$ cat config.mk
export PLATFORM = sky130hd
export DESIGN_NAME = lso_status_top
export DESIGN_NICKNAME = d
export VERILOG_FILES = /design/src/design/lso_pkg.sv /design/src/design/lso_core_if.sv /design/src/design/lso_inhibit_timer.sv /design/src/design/lso_irq.sv /design/src/design/lso_status_top.sv
export SDC_FILE = /design/constraint.sdc
export NUM_CORES = 1
export LEC_CHECK = 0
export BUFFER_PORTS_ARGS = -buffer_cell sky130_fd_sc_hd__buf_2
export CAP_MARGIN = 20
export CELL_PAD_IN_SITES_DETAIL_PLACEMENT = 1
export CELL_PAD_IN_SITES_GLOBAL_PLACEMENT = 2
export CORE_UTILIZATION = 34
export CTS_CLUSTER_DIAMETER = 50
export DETAILED_ROUTE_END_ITERATION = 10
export PLACE_DENSITY = 0.9
export SLEW_MARGIN = 25
export SYNTH_ARGS = -nofsm -noshare
export SYNTH_HDL_FRONTEND = slang
export SYNTH_SLANG_ARGS = --single-unit
$ cat constraint.sdc
create_clock -name mclk_i -period 7.92 [get_ports mclk_i]
set_input_delay 1.188 -clock mclk_i [delete_from_list [all_inputs] [get_ports mclk_i]]
set_output_delay 1.188 -clock mclk_i [all_outputs]
set_load 0.03 [all_outputs]
$ cat src/design/lso_pkg.sv
// Purpose: Shared constants and types for the laser status output block.
// Assumes: A 100 MHz system clock and a 32-bit AHB-Lite register port.
// Notes: Every offset, field position, reset value and timing count.

package lso_pkg;
    // ------------------------------------------------------------
    // Timing
    // ------------------------------------------------------------
    localparam int unsigned CLK_HZ = 100_000_000;
    localparam int unsigned INHIBIT_S = 5;
    localparam int unsigned INHIBIT_CYCLES = INHIBIT_S * CLK_HZ;
    localparam int TMR_W = 32;

    // ------------------------------------------------------------
    // Register map
    // ------------------------------------------------------------
    localparam int ADDR_W = 8;
    localparam logic [7:0] OFS_CTRL = 8'h00;
    localparam logic [7:0] OFS_STATUS = 8'h04;
    localparam logic [7:0] OFS_IRQ_STAT = 8'h08;
    localparam logic [7:0] OFS_IRQ_MASK = 8'h0c;
    localparam logic [7:0] OFS_TIMER = 8'h10;
    localparam int CTRL_EN = 0;
    localparam int CTRL_TEMP_CLR = 1;
    localparam logic [1:0] CTRL_RST = 2'h1;
    localparam int ST_READY = 0;
    localparam int ST_SHUT = 1;
    localparam int ST_EMIT = 2;
    localparam int ST_FAULT = 3;
    localparam int ST_ILK_OPEN = 4;
    localparam int ST_TEMP = 5;
    localparam int ST_ARMED = 6;
    localparam int ST_NOSTRIKE = 7;

    // ------------------------------------------------------------
    // Interrupt events
    // ------------------------------------------------------------
    localparam int EVT_W = 4;
    localparam int EVT_READY_UP = 0;
    localparam int EVT_ILK_LOST = 1;
    localparam int EVT_FAULT = 2;
    localparam int EVT_ARMED = 3;
    localparam logic [3:0] MASK_RST = 4'h0;

    typedef enum logic [1:0] {
        LSO_DISABLED,
        LSO_COUNTDOWN,
        LSO_ARMED
    } lso_state_e;
endpackage : lso_pkg

$ cat src/design/lso_core_if.sv
// Purpose: Carries timer and interrupt signals between the block's modules.
// Assumes: One clock domain shared by every party.
// Notes: The core drives requests, the leaves answer.

interface lso_core_if;
    logic run;
    logic done;
    logic [lso_pkg::TMR_W-1:0] remain;
    logic [lso_pkg::EVT_W-1:0] evt;
    logic clr_we;
    logic mask_we;
    logic [lso_pkg::EVT_W-1:0] wdata;
    logic [lso_pkg::EVT_W-1:0] stat;
    logic [lso_pkg::EVT_W-1:0] mask;
    logic irq;
    modport core(output run, evt, clr_we, mask_we, wdata,
                 input done, remain, stat, mask, irq);
    modport tmr(input run, output done, remain);
    modport irqm(input evt, clr_we, mask_we, wdata,
                 output stat, mask, irq);
endinterface : lso_core_if

$ cat src/design/lso_inhibit_timer.sv
// Purpose: Lasing inhibit countdown that runs while the laser is ready.
// Assumes: CYCLES is at least one.
// Notes: Dropping run reloads the count, so every regain restarts it.

module lso_inhibit_timer #(
    parameter int unsigned CYCLES = lso_pkg::INHIBIT_CYCLES
) (
    input wire logic mclk_i,
    input wire logic rst_n_i,
    lso_core_if.tmr tmr
);
    localparam int W = lso_pkg::TMR_W;
    localparam logic [W-1:0] LOAD = W'(CYCLES);

    logic [W-1:0] cnt;
    logic [W-1:0] next_cnt;
    wire cnt_zero = (cnt == '0);

    assign next_cnt = !tmr.run ? LOAD : (cnt_zero ? cnt : cnt - 1'b1);
    assign tmr.done = tmr.run && cnt_zero;
    assign tmr.remain = cnt;

    always_ff @(posedge mclk_i or negedge rst_n_i) begin
        if (!rst_n_i) begin
            cnt <= LOAD;
        end else begin
            cnt <= next_cnt;
        end
    end

    a_timer_reload: assert property (@(posedge mclk_i) disable iff (!rst_n_i)
        !tmr.run |=> cnt == LOAD)
        else $error("inhibit count not reloaded while idle");
    a_timer_steps: assert property (@(posedge mclk_i) disable iff (!rst_n_i)
        tmr.run && !cnt_zero |=> cnt == $past(cnt) - 1'b1)
        else $error("inhibit count did not step down");
endmodule : lso_inhibit_timer

$ cat src/design/lso_irq.sv
// Purpose: Sticky event flags, their mask and the interrupt level.
// Assumes: Clear is a write of ones, applied for one cycle.
// Notes: An event in the clearing cycle survives the clear.

module lso_irq (
    input wire logic mclk_i,
    input wire logic rst_n_i,
    lso_core_if.irqm irqm
);
    localparam int W = lso_pkg::EVT_W;

    logic [W-1:0] stat;
    logic [W-1:0] mask;
    wire [W-1:0] clr_bits = irqm.clr_we ? irqm.wdata : '0;
    wire [W-1:0] next_stat = (stat & ~clr_bits) | irqm.evt;
    wire [W-1:0] next_mask = irqm.mask_we ? irqm.wdata : mask;

    always_ff @(posedge mclk_i or negedge rst_n_i) begin
        if (!rst_n_i) begin
            stat <= '0;
            mask <= lso_pkg::MASK_RST;
        end else begin
            stat <= next_stat;
            mask <= next_mask;
        end
    end

    assign irqm.stat = stat;
    assign irqm.mask = mask;
    assign irqm.irq = |(stat & mask);

    a_irq_set_wins: assert property (@(posedge mclk_i) disable iff (!rst_n_i)
        (irqm.evt != '0) |=> (stat & $past(irqm.evt)) == $past(irqm.evt))
        else $error("event lost against a clear");
endmodule : lso_irq

$ cat src/design/lso_status_top.sv
// Purpose: Status outputs and lasing permission of the laser controller.
// Assumes: All user inputs are synchronous to mclk_i and already cleaned.
// Notes: An output value of one means the switched output is closed.
//
// The AHB-Lite slave port and the register addresses were left to the implementer.

// Notes on behaviour
// Shutter status stays open unless request, closed interlock and ready.
// Emission status is closed exactly while a beam is being emitted.
// Fault status is closed on over-temperature or no-strike, else open.
// Ready status is closed while the laser is enabled, open otherwise.
// Lasing is inhibited for five seconds after ready first closes.
// Shutter status needs interlock and request, and opens when disabled.
// Interlock-open status is closed while the interlock circuit is open.
// Restoring the interlock starts a five-second lasing inhibit.
// A held start request disables; its release readies and counts down.
// Interlock loss drops ready, shutter and drive power, unlatched.
// The inhibit restarts on each regain; outputs come from flip-flops.
module lso_status_top #(
    parameter int unsigned INHIBIT_CYCLES = lso_pkg::INHIBIT_CYCLES
) (
    input wire logic mclk_i,
    input wire logic rst_n_i,
    input wire logic hsel_i,
    input wire logic [31:0] haddr_i,
    input wire logic [1:0] htrans_i,
    input wire logic hwrite_i,
    input wire logic [2:0] hsize_i,
    input wire logic [31:0] hwdata_i,
    input wire logic hready_i,
    output logic hreadyout_o,
    output logic hresp_o,
    output logic [31:0] hrdata_o,
    input wire logic interlock_i,
    input wire logic shutter_req_i,
    input wire logic start_hold_i,
    input wire logic modulation_i,
    input wire logic over_temp_i,
    input wire logic no_strike_i,
    output logic emission_lamp_o,
    output logic fault_o,
    output logic ready_o,
    output logic shutter_lamp_o,
    output logic interlock_open_o,
    output logic thermal_lamp_o,
    output logic rf_power_o,
    output logic irq_o
);
    // ------------------------------------------------------------
    // Input sampling
    // ------------------------------------------------------------
    // One flop stage on every laser input keeps decisions on a stable copy.
    logic ilk_q;
    logic shut_q;
    logic start_q;
    logic mod_q;
    logic temp_q;
    logic nostr_q;

    always_ff @(posedge mclk_i or negedge rst_n_i) begin
        if (!rst_n_i) begin
            ilk_q <= 1'b0;
            shut_q <= 1'b0;
            start_q <= 1'b0;
            mod_q <= 1'b0;
            temp_q <= 1'b0;
            nostr_q <= 1'b0;
        end else begin
            ilk_q <= interlock_i;
            shut_q <= shutter_req_i;
            start_q <= start_hold_i;
            mod_q <= modulation_i;
            temp_q <= over_temp_i;
            nostr_q <= no_strike_i;
        end
    end

    // ------------------------------------------------------------
    // Shared carrier and leaf modules
    // ------------------------------------------------------------
    lso_core_if core_if ();

    // A small CYCLES value only shortens simulation; hardware keeps the
    // five-second default.
    lso_inhibit_timer #(
        .CYCLES(INHIBIT_CYCLES)
    ) u_timer (
        .mclk_i(mclk_i),
        .rst_n_i(rst_n_i),
        .tmr(core_if.tmr)
    );

    lso_irq u_irq (
        .mclk_i(mclk_i),
        .rst_n_i(rst_n_i),
        .irqm(core_if.irqm)
    );

    // ------------------------------------------------------------
    // Bus address phase and decode
    // ------------------------------------------------------------
    // Zero wait states: every transfer completes in its first data cycle.
    // Read data is taken at the address edge, so a read right behind a
    // write to the same word still returns the value from before it.
    logic [1:0] ctrl;
    logic dph_wr;
    logic [7:0] dph_addr;
    logic [31:0] rd_mux;
    logic [31:0] status_word;

    wire bus_take = hsel_i && htrans_i[1] && hready_i;
    wire [7:0] aph_addr = haddr_i[7:0];
    wire hit_ctrl = (dph_addr == lso_pkg::OFS_CTRL);
    wire hit_istat = (dph_addr == lso_pkg::OFS_IRQ_STAT);
    wire hit_imask = (dph_addr == lso_pkg::OFS_IRQ_MASK);
    wire wr_ctrl = dph_wr && hit_ctrl;
    wire wr_istat = dph_wr && hit_istat;
    wire wr_imask = dph_wr && hit_imask;
    wire temp_clr_req = wr_ctrl && hwdata_i[lso_pkg::CTRL_TEMP_CLR];

    always_comb begin
        rd_mux = 32'h0000_0000;
        unique case (aph_addr)
            lso_pkg::OFS_CTRL: rd_mux[1:0] = ctrl;
            lso_pkg::OFS_STATUS: rd_mux = status_word;
            lso_pkg::OFS_IRQ_STAT: rd_mux[3:0] = core_if.stat;
            lso_pkg::OFS_IRQ_MASK: rd_mux[3:0] = core_if.mask;
            lso_pkg::OFS_TIMER: rd_mux = core_if.remain;
            default: rd_mux = 32'h0000_0000;
        endcase
    end

    always_ff @(posedge mclk_i or negedge rst_n_i) begin
        if (!rst_n_i) begin
            dph_wr <= 1'b0;
            dph_addr <= 8'h00;
            hrdata_o <= 32'h0000_0000;
        end else begin
            dph_wr <= bus_take && hwrite_i;
            dph_addr <= aph_addr;
            hrdata_o <= (bus_take && !hwrite_i) ? rd_mux : 32'h0000_0000;
        end
    end

    assign hreadyout_o = 1'b1;
    assign hresp_o = 1'b0;

    // The clear bit is a strobe and never reads back as one.
    wire [1:0] next_ctrl = wr_ctrl ?
        {1'b0, hwdata_i[lso_pkg::CTRL_EN]} : {1'b0, ctrl[lso_pkg::CTRL_EN]};

    always_ff @(posedge mclk_i or negedge rst_n_i) begin
        if (!rst_n_i) begin
            ctrl <= lso_pkg::CTRL_RST;
        end else begin
            ctrl <= next_ctrl;
        end
    end

    // ------------------------------------------------------------
    // Laser state decisions
    // ------------------------------------------------------------
    // Over-temperature latches until the part is cool and software
    // clears it; this stands in for the power cycle that a stand-alone
    // unit would need. A still-hot input wins over the clear.
    logic temp_latch;
    lso_pkg::lso_state_e state;
    lso_pkg::lso_state_e next_state;

    wire next_temp = temp_q || (temp_latch && !temp_clr_req);
    wire sw_enable = ctrl[lso_pkg::CTRL_EN];
    // Interlock faults are not latched: ready follows the input.
    wire next_ready = ilk_q && !start_q && sw_enable && !next_temp;
    wire next_shut = ilk_q && shut_q && next_ready;
    wire next_fault = next_temp || nostr_q;
    wire next_ilk_open = !ilk_q;
    // Emission needs the countdown finished; done drops with ready.
    wire next_emit = next_shut && core_if.done && mod_q && !nostr_q;

    always_comb begin
        next_state = state;
        unique case (state)
            lso_pkg::LSO_DISABLED:
                if (next_ready) next_state = lso_pkg::LSO_COUNTDOWN;
            lso_pkg::LSO_COUNTDOWN:
                if (!next_ready) next_state = lso_pkg::LSO_DISABLED;
                else if (core_if.done) next_state = lso_pkg::LSO_ARMED;
            lso_pkg::LSO_ARMED:
                if (!next_ready) next_state = lso_pkg::LSO_DISABLED;
        endcase
    end

    // ------------------------------------------------------------
    // Registered status outputs
    // ------------------------------------------------------------
    always_ff @(posedge mclk_i or negedge rst_n_i) begin
        if (!rst_n_i) begin
            temp_latch <= 1'b0;
            state <= lso_pkg::LSO_DISABLED;
            ready_o <= 1'b0;
            shutter_lamp_o <= 1'b0;
            fault_o <= 1'b0;
            interlock_open_o <= 1'b1;
            emission_lamp_o <= 1'b0;
        end else begin
            temp_latch <= next_temp;
            state <= next_state;
            ready_o <= next_ready;
            shutter_lamp_o <= next_shut;
            fault_o <= next_fault;
            interlock_open_o <= next_ilk_open;
            emission_lamp_o <= next_emit;
        end
    end

    assign thermal_lamp_o = temp_latch;
    // Drive power follows ready, so interlock loss removes it at once.
    assign rf_power_o = ready_o;
    // The countdown runs only while ready is closed; a ready edge,
    // including one caused by the interlock closing, restarts it.
    assign core_if.run = ready_o;

    // Bit seven is the sampled no-strike input, not a latched copy.
    assign status_word = {24'h00_0000, nostr_q,
                          (state == lso_pkg::LSO_ARMED), temp_latch,
                          interlock_open_o, fault_o, emission_lamp_o,
                          shutter_lamp_o, ready_o};

    // ------------------------------------------------------------
    // Interrupt events
    // ------------------------------------------------------------
    // Events are edges of the next values, so each flag sets in the same
    // cycle as the output that it reports.
    wire ev_ready_up = next_ready && !ready_o;
    wire ev_ilk_lost = next_ilk_open && !interlock_open_o;
    wire ev_fault = next_fault && !fault_o;
    wire ev_armed = (state == lso_pkg::LSO_COUNTDOWN) &&
                    (next_state == lso_pkg::LSO_ARMED);

    assign core_if.evt = {ev_armed, ev_fault, ev_ilk_lost, ev_ready_up};
    assign core_if.clr_we = wr_istat;
    assign core_if.mask_we = wr_imask;
    assign core_if.wdata = hwdata_i[3:0];
    assign irq_o = core_if.irq;

    // ------------------------------------------------------------
    // Checks
    // ------------------------------------------------------------
    a_shutter_gate: assert property (@(posedge mclk_i) disable iff (!rst_n_i)
        shutter_lamp_o |-> ready_o && $past(ilk_q) && $past(shut_q))
        else $error("shutter closed without request and ready");
    a_shutter_follows: assert property (@(posedge mclk_i)
        disable iff (!rst_n_i)
        ilk_q && shut_q && next_ready |=> shutter_lamp_o)
        else $error("shutter status missed a valid request");
    a_emit_needs_beam: assert property (@(posedge mclk_i)
        disable iff (!rst_n_i)
        emission_lamp_o |-> shutter_lamp_o && $past(mod_q))
        else $error("emission shown with no beam");
    a_emit_follows: assert property (@(posedge mclk_i)
        disable iff (!rst_n_i)
        next_shut && core_if.done && mod_q && !nostr_q
        |=> emission_lamp_o)
        else $error("emission status missed an emitted beam");
    a_fault_cause: assert property (@(posedge mclk_i) disable iff (!rst_n_i)
        (temp_q || nostr_q) |=> fault_o)
        else $error("fault status missed a fault");
    a_fault_clear: assert property (@(posedge mclk_i) disable iff (!rst_n_i)
        !next_temp && !nostr_q |=> !fault_o)
        else $error("fault status stuck closed");
    a_ready_level: assert property (@(posedge mclk_i) disable iff (!rst_n_i)
        ready_o == $past(next_ready))
        else $error("ready status does not follow enable");
    a_inhibit_hold: assert property (@(posedge mclk_i) disable iff (!rst_n_i)
        $rose(ready_o) |-> !emission_lamp_o [*2])
        else $error("lasing during inhibit interval");
    a_emit_armed: assert property (@(posedge mclk_i) disable iff (!rst_n_i)
        $rose(emission_lamp_o) |-> $past(core_if.done))
        else $error("emission before countdown end");
    a_ilk_open: assert property (@(posedge mclk_i) disable iff (!rst_n_i)
        !ilk_q |=> interlock_open_o && !ready_o)
        else $error("interlock open not shown");
    a_ilk_restore: assert property (@(posedge mclk_i) disable iff (!rst_n_i)
        $fell(interlock_open_o) |-> !emission_lamp_o [*2])
        else $error("lasing right after interlock restore");
    a_start_hold: assert property (@(posedge mclk_i) disable iff (!rst_n_i)
        start_q |=> !ready_o && !rf_power_o)
        else $error("start request did not disable");
    a_ilk_loss: assert property (@(posedge mclk_i) disable iff (!rst_n_i)
        $fell(interlock_i) |=> ##1 !shutter_lamp_o && !rf_power_o)
        else $error("interlock loss left drive on");
    a_timer_restart: assert property (@(posedge mclk_i)
        disable iff (!rst_n_i)
        $fell(ready_o) |-> state == lso_pkg::LSO_DISABLED)
        else $error("state kept armed after enable loss");

    // ------------------------------------------------------------
    // Checks on the enable chain
    // ------------------------------------------------------------
    // A slip in any one term of ready would show here first.
    a_shut_disabled: assert property (@(posedge mclk_i)
        disable iff (!rst_n_i) !ready_o |-> !shutter_lamp_o)
        else $error("shutter shown while disabled");
    a_shut_drop: assert property (@(posedge mclk_i)
        disable iff (!rst_n_i) (!ilk_q || !shut_q) |=> !shutter_lamp_o)
        else $error("shutter kept without interlock and request");
    a_ilk_closed: assert property (@(posedge mclk_i)
        disable iff (!rst_n_i) ilk_q |=> !interlock_open_o)
        else $error("interlock open shown with interlock closed");
    a_rf_off: assert property (@(posedge mclk_i)
        disable iff (!rst_n_i) !ilk_q |=> !rf_power_o)
        else $error("drive power kept after interlock loss");
    a_ilk_unlatched: assert property (@(posedge mclk_i)
        disable iff (!rst_n_i)
        ilk_q && !start_q && sw_enable && !next_temp |=> ready_o)
        else $error("ready not regained after interlock return");

    a_start_release: assert property (@(posedge mclk_i)
        disable iff (!rst_n_i)
        $fell(start_q) && ilk_q && sw_enable && !next_temp
        |=> ready_o && state == lso_pkg::LSO_COUNTDOWN)
        else $error("start release did not begin the countdown");
    a_ready_disable: assert property (@(posedge mclk_i)
        disable iff (!rst_n_i) !sw_enable |=> !ready_o)
        else $error("ready shown while software disabled");
    a_emit_in_armed: assert property (@(posedge mclk_i)
        disable iff (!rst_n_i)
        emission_lamp_o |-> state == lso_pkg::LSO_ARMED)
        else $error("emission outside the armed state");
    a_armed_done: assert property (@(posedge mclk_i)
        disable iff (!rst_n_i)
        state == lso_pkg::LSO_ARMED |-> core_if.done)
        else $error("armed state without finished countdown");
    a_emit_no_mod: assert property (@(posedge mclk_i)
        disable iff (!rst_n_i) !mod_q |=> !emission_lamp_o)
        else $error("emission shown with no modulation");

    a_fault_nostrike: assert property (@(posedge mclk_i)
        disable iff (!rst_n_i) nostr_q |=> fault_o && !emission_lamp_o)
        else $error("no-strike not shown as fault");
    a_temp_holds: assert property (@(posedge mclk_i)
        disable iff (!rst_n_i)
        temp_latch && !temp_clr_req |=> temp_latch && fault_o)
        else $error("over-temperature latch lost without clear");
    a_temp_clears: assert property (@(posedge mclk_i)
        disable iff (!rst_n_i)
        temp_latch && temp_clr_req && !temp_q |=> !temp_latch)
        else $error("over-temperature latch ignored a clear");
endmodule : lso_status_top

==> summary.txt, run 1 <==
Detailed routing
  • DRT Pass-1 Iters: 8
  • Drt drc: 10
  • Drt first-iter violations: ~150
  • Avg WL per Cell: 17.2 um
  • DRT antenna net count: 0
  • Final WL: 9.84 mm
  • Via Count: ~2900
  • Vias per cell: 5.12

Setup path
  • Reg2reg start: u_timer.tmr.remain[26]$_DFFE_PN1N_
  • CP Data Arrival Time: about 3300 ps
  • Crit path kind: reg2reg
  • CP Capture Type: flop
  • Worst setup SP type: flop
  • Cell mode on critical path: or4_4
  • Critical Path Start: u_timer.tmr.remain[26]$_DFFE_PN1N_
  • Slowest CP cell: or4_4
  • Max FO, Critical Path: 27
  • WP data required: 8210 ps
  • CP Cell Sequence: or4_1 > or3_1 > or4_4 > or4_4 > o21ai_1 > a32o_2
  • Crit-path max cell delay: about 740 ps

Yosys
  • Seq/Total Area, Yosys: 59.5%
  • Cell taking the most area after synthesis: dfrtp_1
  • Synth top area share: between 40 and 50%
  • Syn Nets: 446
  • Post-synth ARST share: 100%
  • Synth cell types: 49
  • Flop and latch count out of synthesis: 96
  • Synthesized area: between 0.004 and 0.005 mm2
  • Post-synth EDFFs: 0
  • Yosys warns: 0
  • Top post-synthesis cells by count: dfrtp_1, nor2_1, nand2_1, and2_1, xor2_1
  • Avg Inst Size Synth: 11.2 um2
  • Most used DFF post-synth: dfrtp_1
  • Synth top area cells: dfrtp_1, dfstp_2, nor2_1
  • Post-Syn Instances: 362
  • Most frequent cell after synthesis: dfrtp_1

Clock network
  • H-tree depth: 3
  • Clock Latency Late Sink: 340 ps
  • Post-CTS sizing: 0
  • Clock Path Buffers: 2
  • Root buffer cell: clkbuf_16
  • TritonCTS clock tree: yes
  • Clock Sinks: 96
  • CTS Hold Bufs: 0
  • Clk slew on worst S/H paths: approximately 60 ps
  • Post-CTS setup buffers: 0
  • Num CTS Buffers: 9

Floorplan
  • Chip Width: approximately 110 um
  • Initial Utilization: approximately a third
  • Die height: about 110 um
  • Die area: 0.0124 mm2
  • Top Ports: 122
  • Core area: 0.0115 mm2
  • FP Rows: 39

Job
  • Max-cap violations: 0

STA
  • Tmin final: 3030 ps
  • Setup Skew: 5.15 ps
  • Period utilisation layout: 38.2%
  • FMAX: 0.330 GHz
  • Worst slew pin tran: 938 ps
  • RSZ-0062 raised after global routing: false
  • Final hold vios: 0
  • Final setup vio count: 0
  • Setup TNS: 0 ps
  • Relative slew slack: 37.0%
  • Slew Viols, Final: 0

Finish
  • P&R area growth vs syn: 18.2%
  • Antenna Cells: 0
  • Design area: 0.00480 mm2
  • Share of layout cells above drive strength 1: 25.8%
  • Final #Nets: roughly 510
  • Fillcell total: 1289

Status
  • Status: complete, but fails checks
  • Violated checks: design-rule violations

Placed design
  • Final HPWL DP: 6.73 mm
  • Dpl cell area: 0.00452 mm2
  • Placer congestion estimate: ~0.80
  • Number of port buffers: 63

Power
  • Leak pwr: 0.00225 uW
  • Power per standard cell area: 197 mW/mm2
  • VDD IR-drop max: 0.0000942 V

Global route
  • Largest net degree at the start of global routing: 54
  • Vias in the first global route: 3261
  • First-pass GRT wire length: roughly 17 mm
  • Total grt overflow: 0
  • Antenna violations before repair: 0
  • GRT Overall Usage: between 10% and 20%

Min path
  • Class of the worst hold path: reg2reg
  • HP Start: ilk_q$_DFF_PN0_
-- per-stage QoR --
stage          power [uW]  hold slack (ps)  instances  worst slack, ps  utilization, %
2_1_floorplan         518              375        362             4970               -
3_3_place_gp          536              405        557             4930            39.2
3_5_place_dp          538              435        557             4900            39.2
4_1_cts               955              435        573             4880            41.7
5_1_grt               977              462        573             4770            41.7
6_report              945              433        573             4890            41.7
-- power breakdown --
part,leakage (uW),total [uW],internal (uW),switching [uW]
clock,0.000139,417,238,178
combinational,0.000886,28.6,9.30,19.3
sequential,0.00123,500,496,3.24
-- area by class of cell --
class / instances / area [um2] / share of cell area, %
Multi-Input combinational cell: 241 / 1530 / 31.9
Clock buffer: 14 / 274 / 5.70
Clock inverter: 2 / 12.5 / 0.260
Sequential cell: 96 / 2420 / 50.4
Inverter: 10 / 37.5 / 0.781
Timing Repair Buffer: 67 / 348 / 7.24
Tap cell: 143 / 179 / 3.72
-- sequential cells by signal (all words and copies together), names as in the netlist --
register,cells
ctrl,1
dph_addr,8
dph_wr,1
emission_lamp_o,1
fault_o,1
hrdata_o,32
ilk_q,1
interlock_open_o,1
mod_q,1
nostr_q,1
ready_o,1
shut_q,1
shutter_lamp_o,1
start_q,1
state,2
temp_q,1
thermal_lamp_o,1
u_irq.irqm.mask,4
u_irq.irqm.stat,4
u_timer.tmr.remain,32
-- path summary, 6_finish.rpt --
path,endpoint,slack (ps),depth (start not counted)
max reg2reg,u_irq.irqm.stat[3]$_DFF_PN0_,4890,6
min in group asynchronous,u_timer.tmr.remain[5]$_DFFE_PN0N_,840,1
min reg2reg,interlock_open_o$_DFF_PN1_,430,1
max,u_irq.irqm.stat[3]$_DFF_PN0_,4890,6
min,interlock_open_o$_DFF_PN1_,430,1
max in group asynchronous,u_timer.tmr.remain[29]$_DFFE_PN0N_,5990,2
-- cell usage in the layout, fill, tap and decap left out, types with 3 or more instances in the layout --
cell type | Yosys | layout
nand3b_1 | 7 | 7
nor3_1 | 7 | 7
or4_4 | 4 | 4
nand3_1 | 14 | 14
inv_1 | 9 | 9
xor2_1 | 18 | 18
nand2_1 | 28 | 28
o21ai_0 | 4 | 4
dfrtp_1 | 81 | 81
a22oi_1 | 9 | 9
ha_1 | 4 | 4
nor2b_1 | 3 | 3
nor2_1 | 44 | 44
mux2_2 | 7 | 7
dfstp_2 | 15 | 15
and2_1 | 26 | 26
buf_4 | 3 | 5
clkbuf_8 | 0 | 3
a22o_1 | 4 | 4
nand4b_1 | 5 | 5
nor4_1 | 8 | 8
buf_2 | 0 | 62
xnor2_1 | 7 | 7
a21oi_1 | 5 | 5
clkbuf_16 | 0 | 9
or3_1 | 6 | 6
-- metal layers --
| layer | routed length (um) | vias up | global-route usage, % |
|---|---|---|---|
| met1 | 4360 | 1504 | 20.9 |
| met3 | 318 | 15 | 3.97 |
| met2 | 4980 | 50 | 29.8 |
| li1 | - | 1367 | - |
| met5 | 0 | - | 0 |
| met4 | 181 | 0 | 6.40 |
-- worst max-delay path, delay by kind of cell, from the launching register on --
kind,cells,cell delay (ps)
AND/OR/NAND/NOR,4,2310
AO/OA/AOI/OAI,2,260
flip-flops,1,390
-- logic make-up after synthesis --
group,Yosys count,share of synthesized area (%)
buf+inv,25,2.77
flops,96,59.5
xor+xnor,25,5.38
simple gates,166,22.0
compound gates,35,6.18
other cells,2,0.185
fa+ha+maj,4,1.23
mux,9,2.74
(Power assumes the default switching activity.)
==> run 2, diff against run 1 <==
ABC_AREA = 1   (was default)
CORE_UTILIZATION = 28   (was 34)
PLACE_DENSITY = 0.83   (was 0.9)
clock period = 2.7 ns   (was 7.92 ns; I/O delays follow)
==> run 2 against run 1 <==
Combinational power increased to 2.9 times the previous value; core utilization decreased by 7.5 points; synthesized cell count increased by 43%; fmax increased by 50%; the flow now finishes without violations; critical path depth increased by 2; largest cell class unchanged; setup slack got worse by 4200 ps; die area increased by 36%; sequential share of layout area decreased by 5.8 points.
==> summary.txt, run 2 <==
Job
  • Max-cap violations: 0 (unchanged)

Power
  • VDD IR-drop max: 0.000269 V (+190%)
  • Leak pwr: 0.00268 uW (+19%)
  • Power per standard cell area: 516 mW/mm2 (+160%)
  • Total power: 2800 uW (+200%)

Detailed routing
  • DRT antenna net count: 0 (unchanged)
  • Via Count: 3671 (+25%)
  • Avg WL per Cell: 15.2 um (-11%)
  • Vias per cell: 4.54 (-11%)
  • Drt drc: 0 (-10)
  • Final WL: 12.3 mm (+25%)
  • Drt first-iter violations: 121 (-18%)
  • DRT Pass-1 Iters: 4 (-4)

STA
  • Setup TNS: 0 ps (unchanged)
  • RSZ-0062 raised after global routing: false
  • Final setup vio count: 0 (unchanged)
  • Final hold vios: 0 (unchanged)
  • FMAX: 0.494 GHz (+50%)
  • Relative slew slack: 62.8% (+26 points)
  • Setup Skew: 9.00 ps (+3.85 ps)
  • Tmin final: 2020 ps (-1000 ps)
  • Worst slew pin tran: 554 ps (-383 ps)
  • Slew Viols, Final: 0 (unchanged)
  • Period utilisation layout: 75.0% (+37 points)

Setup path
  • Worst setup SP type: flop
  • CP Data Arrival Time: 2260 ps (-1050 ps)
  • WP data required: 2940 ps (-5270 ps)
  • Crit-path max cell delay: 440 ps (-300 ps)
  • CP Cell Sequence: inv_1 > ha_1 > nand2_2 > nor2_1 > nand2_1 > nor2_1 > xor2_1 > nor3_1
  • Max FO, Critical Path: 5 (-81%)
  • CP Capture Type: flop
  • Cell mode on critical path: nor2_1
  • Crit path kind: reg2reg
  • Slowest CP cell: dfrtp_1

Global route
  • GRT Overall Usage: 16.3% (-0.90 points)
  • First-pass GRT wire length: 20.6 mm (+24%)
  • Vias in the first global route: 4051 (+24%)
  • Antenna violations before repair: 0 (unchanged)
  • Largest net degree at the start of global routing: 47 (-13%)
  • Total grt overflow: 0 (unchanged)

Finish
  • Most frequent cells in the layout: dfrtp_1, nand2_1, inv_1
  • Most common cell after layout, fill and taps aside: dfrtp_1
  • Final #Nets: 671 (+32%)
  • Antenna Cells: 0 (unchanged)
  • Share of layout cells above drive strength 1: 25.2% (-0.65 points)
  • P&R area growth vs syn: 19.1%
  • Fin cells: 808 (+41%)
  • Final Core Density: 34.2% (-7.5 points)

Clock network
  • Clock Path Buffers: 2 (unchanged)
  • H-tree depth: 3 (unchanged)
  • Clock Sinks: 96 (unchanged)
  • Clock Latency Late Sink: 360 ps (+20 ps)
  • Clk slew on worst S/H paths: 70 ps (about the same)
  • Post-CTS sizing: 0 (unchanged)
  • Num CTS Buffers: 9 (unchanged)
  • TritonCTS clock tree: yes
  • Root buffer cell: clkbuf_16

Yosys
  • Syn Nets: 603 (+35%)
  • Post-Syn Instances: 519 (+43%)
  • Avg Inst Size Synth: 8.79 um2 (-22%)
  • Cell taking the most area after synthesis: dfrtp_1
  • Yosys warns: 0 (unchanged)
  • Synth top area cells: dfrtp_1, dfstp_2, nand2_1
  • Synthesized area: 0.00456 mm2 (+12%)
  • Synth cell types: 47 (-4.1%)
  • Top post-synthesis cells by count: dfrtp_1, nand2_1, inv_1, nor2_1, nor3_1
  • Post-synth ARST share: 100% (unchanged)
  • Synth top area share: 44.4% (-5.4 points)
  • Seq/Total Area, Yosys: 53.1% (-6.5 points)
  • Most used DFF post-synth: dfrtp_1
  • Most frequent cell after synthesis: dfrtp_1
  • Flop and latch count out of synthesis: 96 (unchanged)
  • Post-synth EDFFs: 0 (unchanged)

Placed design
  • Placed Cells: 791 (+42%)
  • Number of port buffers: 63 (unchanged)
  • Final HPWL DP: 9.33 mm (+39%)
  • Placer congestion estimate: 0.827 (+3.6%)

Floorplan
  • Chip Width: 130 um (+16%)
  • Initial Utilization: 28.7% (-6.6 points)
  • Top Ports: 122 (unchanged)
  • FP Rows: 46 (+18%)
  • Core area: 0.0159 mm2 (+38%)
  • Die height: 130 um (+16%)
  • Die area: 0.0168 mm2 (+36%)

Status
  • Status: finished clean

Min path
  • Class of the worst hold path: in2reg
## run 2: layout make-up
class	count	area (um2)
Clock buffer	10	239
Clock inverter	6	50.0
Fill cell	1937	10500
Inverter	82	309
Multi-Input combinational cell	328	1760
Sequential cell	96	2420
Tap cell	216	270
Timing Repair Buffer	70	385
## run 2: path summary, 6_finish.rpt
path                                                    from                            endpoint  slack [ps]  cells past startpoint
max                        u_timer.tmr.remain[0]$_DFFE_PN0N_  u_timer.tmr.remain[30]$_DFFE_PN0N_         680                      8
min                                             start_hold_i                   start_q$_DFF_PN0_         150                      1
max reg2reg                u_timer.tmr.remain[0]$_DFFE_PN0N_  u_timer.tmr.remain[30]$_DFFE_PN0N_         680                      8
min reg2reg                                  ilk_q$_DFF_PN0_          interlock_open_o$_DFF_PN1_         410                      1
max in group asynchronous                            rst_n_i  u_timer.tmr.remain[10]$_DFFE_PN1N_        1450                      3
min in group asynchronous                            rst_n_i                   start_q$_DFF_PN0_         510                      2
## run 2: where the power goes
part | switching [uW] | internal, uW
clock network | 597 | 663
logic | 59.4 | 24.6
registers | 5.81 | 1450
total | 662 | 2140
## run 2: cell families (layout without fill, tap and decap cells)
kind of cell / after synthesis / count (layout) / share of synthesized area (%)
flip-flops: 96 / 96 / 53.1
other: 2 / 2 / 0.165
XOR/XNOR: 8 / 8 / 1.54
AO/OA/AOI/OAI: 75 / 75 / 9.52
AND/OR/NAND/NOR: 239 / 239 / 26.3
buffers and inverters: 95 / 168 / 8.34
adder cells (fa/ha/maj): 4 / 4 / 1.10
## run 2: worst max-delay path, delay by kind of cell, from the launching register on
kind	cells	cell delay (ps)
xor gates and xnor gates	1	170
and+or+nand+nor	5	870
adders and majority gates	1	250
DFF	1	440
buffers and inverters	1	180
## run 2: routing by layer
| layer | up-vias | part of all wire [%] | track usage [%] |
|---|---|---|---|
| met2 | 49 | 50 | 27.4 |
| li1 | 1798 | - | - |
| met1 | 1802 | 45 | 20.6 |
| met4 | 0 | 2.4 | 8.00 |
| met3 | 22 | 2.2 | 2.27 |
| met5 | - | 0 | 0 |
## run 2: what timing repair did
item | CTS | global route
hold endpoints to repair | 25 | 0
hold buffers | 1 | 0
buffers inserted | 0 | 0
## run 2: through the flow
stage	hold slack, ps	instance area [um2]	setup slack (ps)
floorplan	109	4560	1020
global placement	343	5140	708
detailed placement	351	5140	721
CTS	132	5440	698
global route	132	5440	498
finish	146	5440	676
==> run 3, diff against run 2 <==
CORE_UTILIZATION = 31   (was 28)
PLACE_DENSITY = 0.87   (was 0.83)
clock period = 1.95 ns   (was 2.7 ns; I/O delays follow)
==> run 3 against run 2 <==
Critical path depth is 3 higher; setup slack got worse by 520 ps; fmax rose by 13%; sequential power is 38% higher; first-iteration DRC count grew 27%; flip-flop and latch count is the same; register-to-register slack got worse by 520 ps; critical endpoint is now u_timer.tmr.remain[31]$_DFFE_PN0N_; largest power group unchanged.
==> summary.txt, run 3 (same netlist as run 2, synthesis figures left out) <==
Clock network
  • Clk slew on worst S/H paths: 70 ps (about the same)
  • TritonCTS clock tree: yes
  • Clock Sinks: 96 (unchanged)
  • Root buffer cell: clkbuf_16
  • Clock Latency Late Sink: 360 ps (about the same)
  • Clock Path Buffers: 2 (unchanged)
  • Num CTS Buffers: 9 (unchanged)
  • H-tree depth: 3 (unchanged)

Finish
  • Share of layout cells above drive strength 1: 27.9% (+2.8 points)
  • P&R area growth vs syn: 21.5%
  • Most common cell after layout, fill and taps aside: dfrtp_1
  • Final #Nets: 691 (+3.0%)
  • Fin cells: 792 (-2.0%)
  • Most frequent cells in the layout: dfrtp_1, nand2_1, inv_1
  • Antenna Cells: 0 (unchanged)

Global route
  • Total grt overflow: 0 (unchanged)
  • Antenna violations before repair: 0 (unchanged)
  • First-pass GRT wire length: 20.8 mm (+0.67%)
  • GRT Overall Usage: 18.4% (+2.1 points)
  • Largest net degree at the start of global routing: 41 (-13%)
  • Vias in the first global route: 4002 (-1.2%)

Detailed routing
  • Drt first-iter violations: 154 (+27%)
  • DRT Pass-1 Iters: 7 (+3)
  • Final WL: 12.6 mm (+2.1%)
  • Drt drc: 0 (unchanged)
  • DRT antenna net count: 0 (unchanged)
  • Via Count: 3841 (+4.6%)
  • Vias per cell: 4.85 (+6.7%)
  • Avg WL per Cell: 15.9 um (+4.2%)

Placed design
  • Number of port buffers: 63 (unchanged)
  • Placer congestion estimate: 0.822 (-0.64%)
  • Placed Cells: 769 (-2.8%)
  • Final HPWL DP: 9.59 mm (+2.9%)

Floorplan
  • Die area: 0.0152 mm2 (-9.5%)
  • Core area: 0.0141 mm2 (-11%)
  • Die height: 123 um (-4.9%)
  • Initial Utilization: 32.4% (+3.6 points)
  • Chip Width: 123 um (-4.9%)
  • Top Ports: 122 (unchanged)
  • FP Rows: 43 (-6.5%)

Status
  • Status: finished clean

Min path
  • Hold endpoint: start_q$_DFF_PN0_
  • Class of the worst hold path: in2reg
  • Hold-critical path depth: 1 (unchanged)
  • HP Start: start_hold_i

Power
  • Leak pwr: 0.00275 uW (+2.3%)
  • Power per standard cell area: 692 mW/mm2 (+34%)
  • VDD IR-drop max: 0.000489 V (+82%)

Setup path
  • CP Capture Type: flop
  • Reg2reg start: u_timer.tmr.remain[1]$_DFFE_PN0N_
  • WP data required: 2200 ps (-740 ps)
  • CP Data Arrival Time: 2050 ps (-210 ps)
  • Max FO, Critical Path: 4 (-1)
  • Worst setup SP type: flop
  • Reg2Reg Depth: 11 (+3)
  • Setup slack, reg-to-reg: 150 ps (-520 ps)
  • R2R Path End: u_timer.tmr.remain[31]$_DFFE_PN0N_
  • Crit path kind: reg2reg

STA
  • Tmin final: 1800 ps (-226 ps)
  • Final setup vio count: 0 (unchanged)
  • Worst hold slack: 31.1 ps (-114 ps)
  • FMAX: 0.556 GHz (+13%)
  • Period utilisation layout: 92.2% (+17 points)
  • Final hold vios: 0 (unchanged)
  • Setup Skew: 10.3 ps (+1.34 ps)
  • Slew Viols, Final: 0 (unchanged)

Job
  • Max-cap violations: 0 (unchanged)
-- run 3: cell types whose count changed in the layout (fill, tap and decap cells not counted), sizes merged --
cell	previous run	this run
clkinvlp	1	2
clkbuf	10	11
inv	82	80
buf	69	89
-- run 3: layer usage --
layer / GRT usage (%) / vias to the layer above / routed length (um)
met1: 23.4 / 1935 / 5740
met3: 3.51 / 15 / 314
met5: 0 / - / 0
met4: 7.38 / 0 / 220
li1: - / 1839 / -
met2: 30.7 / 52 / 6310
-- run 3: worst max-delay path: stages, from the launching register on --
cell,delay (ps)
dfrtp_1,410
buf_4,150
nor2_2,130
nand3_2,110
nor2_4,170
nand2_2,90
clkinv_2,100
nand3_2,90
nor2_2,190
nand3_1,120
nand2_1,90
a21oi_1,40
-- run 3: power by group --
group	switching, uW	total [uW]	internal (uW)
Clock	817	1690	875
Sequential	8.01	2020	2010
Combinational	83.6	121	37.3
Total	909	3830	2920
-- run 3: worst max path at each step --
| stage | slack, ps | cells past startpoint | to | from |
|---|---|---|---|---|
| 3_5_place_dp | 90 | 11 | u_timer.tmr.remain[12]$_DFFE_PN0N_ | u_timer.tmr.remain[1]$_DFFE_PN0N_ |
| 2_1_floorplan | 270 | 11 | u_timer.tmr.remain[20]$_DFFE_PN0N_ | u_timer.tmr.remain[0]$_DFFE_PN0N_ |
| 5_1_grt | -30 | 11 | u_timer.tmr.remain[12]$_DFFE_PN0N_ | u_timer.tmr.remain[1]$_DFFE_PN0N_ |
| 4_1_cts | 70 | 11 | u_timer.tmr.remain[12]$_DFFE_PN0N_ | u_timer.tmr.remain[1]$_DFFE_PN0N_ |
| 3_3_place_gp | 130 | 11 | u_timer.tmr.remain[12]$_DFFE_PN0N_ | u_timer.tmr.remain[1]$_DFFE_PN0N_ |
| 6_report | 150 | 11 | u_timer.tmr.remain[31]$_DFFE_PN0N_ | u_timer.tmr.remain[1]$_DFFE_PN0N_ |
-- run 3: repair_timing --
action,in CTS,in global routing
resized for setup,0,8
endpoints found under the setup margin,0,11
setup buffers,0,6
hold endpoints to repair,17,0
hold buffers,1,0
-- run 3: through the flow --
step	util (%)	power, uW	instance area [um2]	setup TNS, ps	worst slack (ps)
2_1_floorplan	-	2090	4560	0	270
3_3_place_gp	36.9	2170	5200	0	134
3_5_place_dp	36.9	2180	5200	0	88.2
4_1_cts	38.9	3880	5480	0	69.2
5_1_grt	39.3	3960	5540	-27.9	-27.9
6_report	39.3	3830	5540	0	152
-- run 3: layout make-up --
class / count / area, um2
clock inverter: 5 / 41.3
inverter: 82 / 312
clock buffer: 11 / 233
multi-input combinational: 328 / 1770
tap: 180 / 225
fill: 1692 / 8550
timing repair buffer: 90 / 536
sequential: 96 / 2420
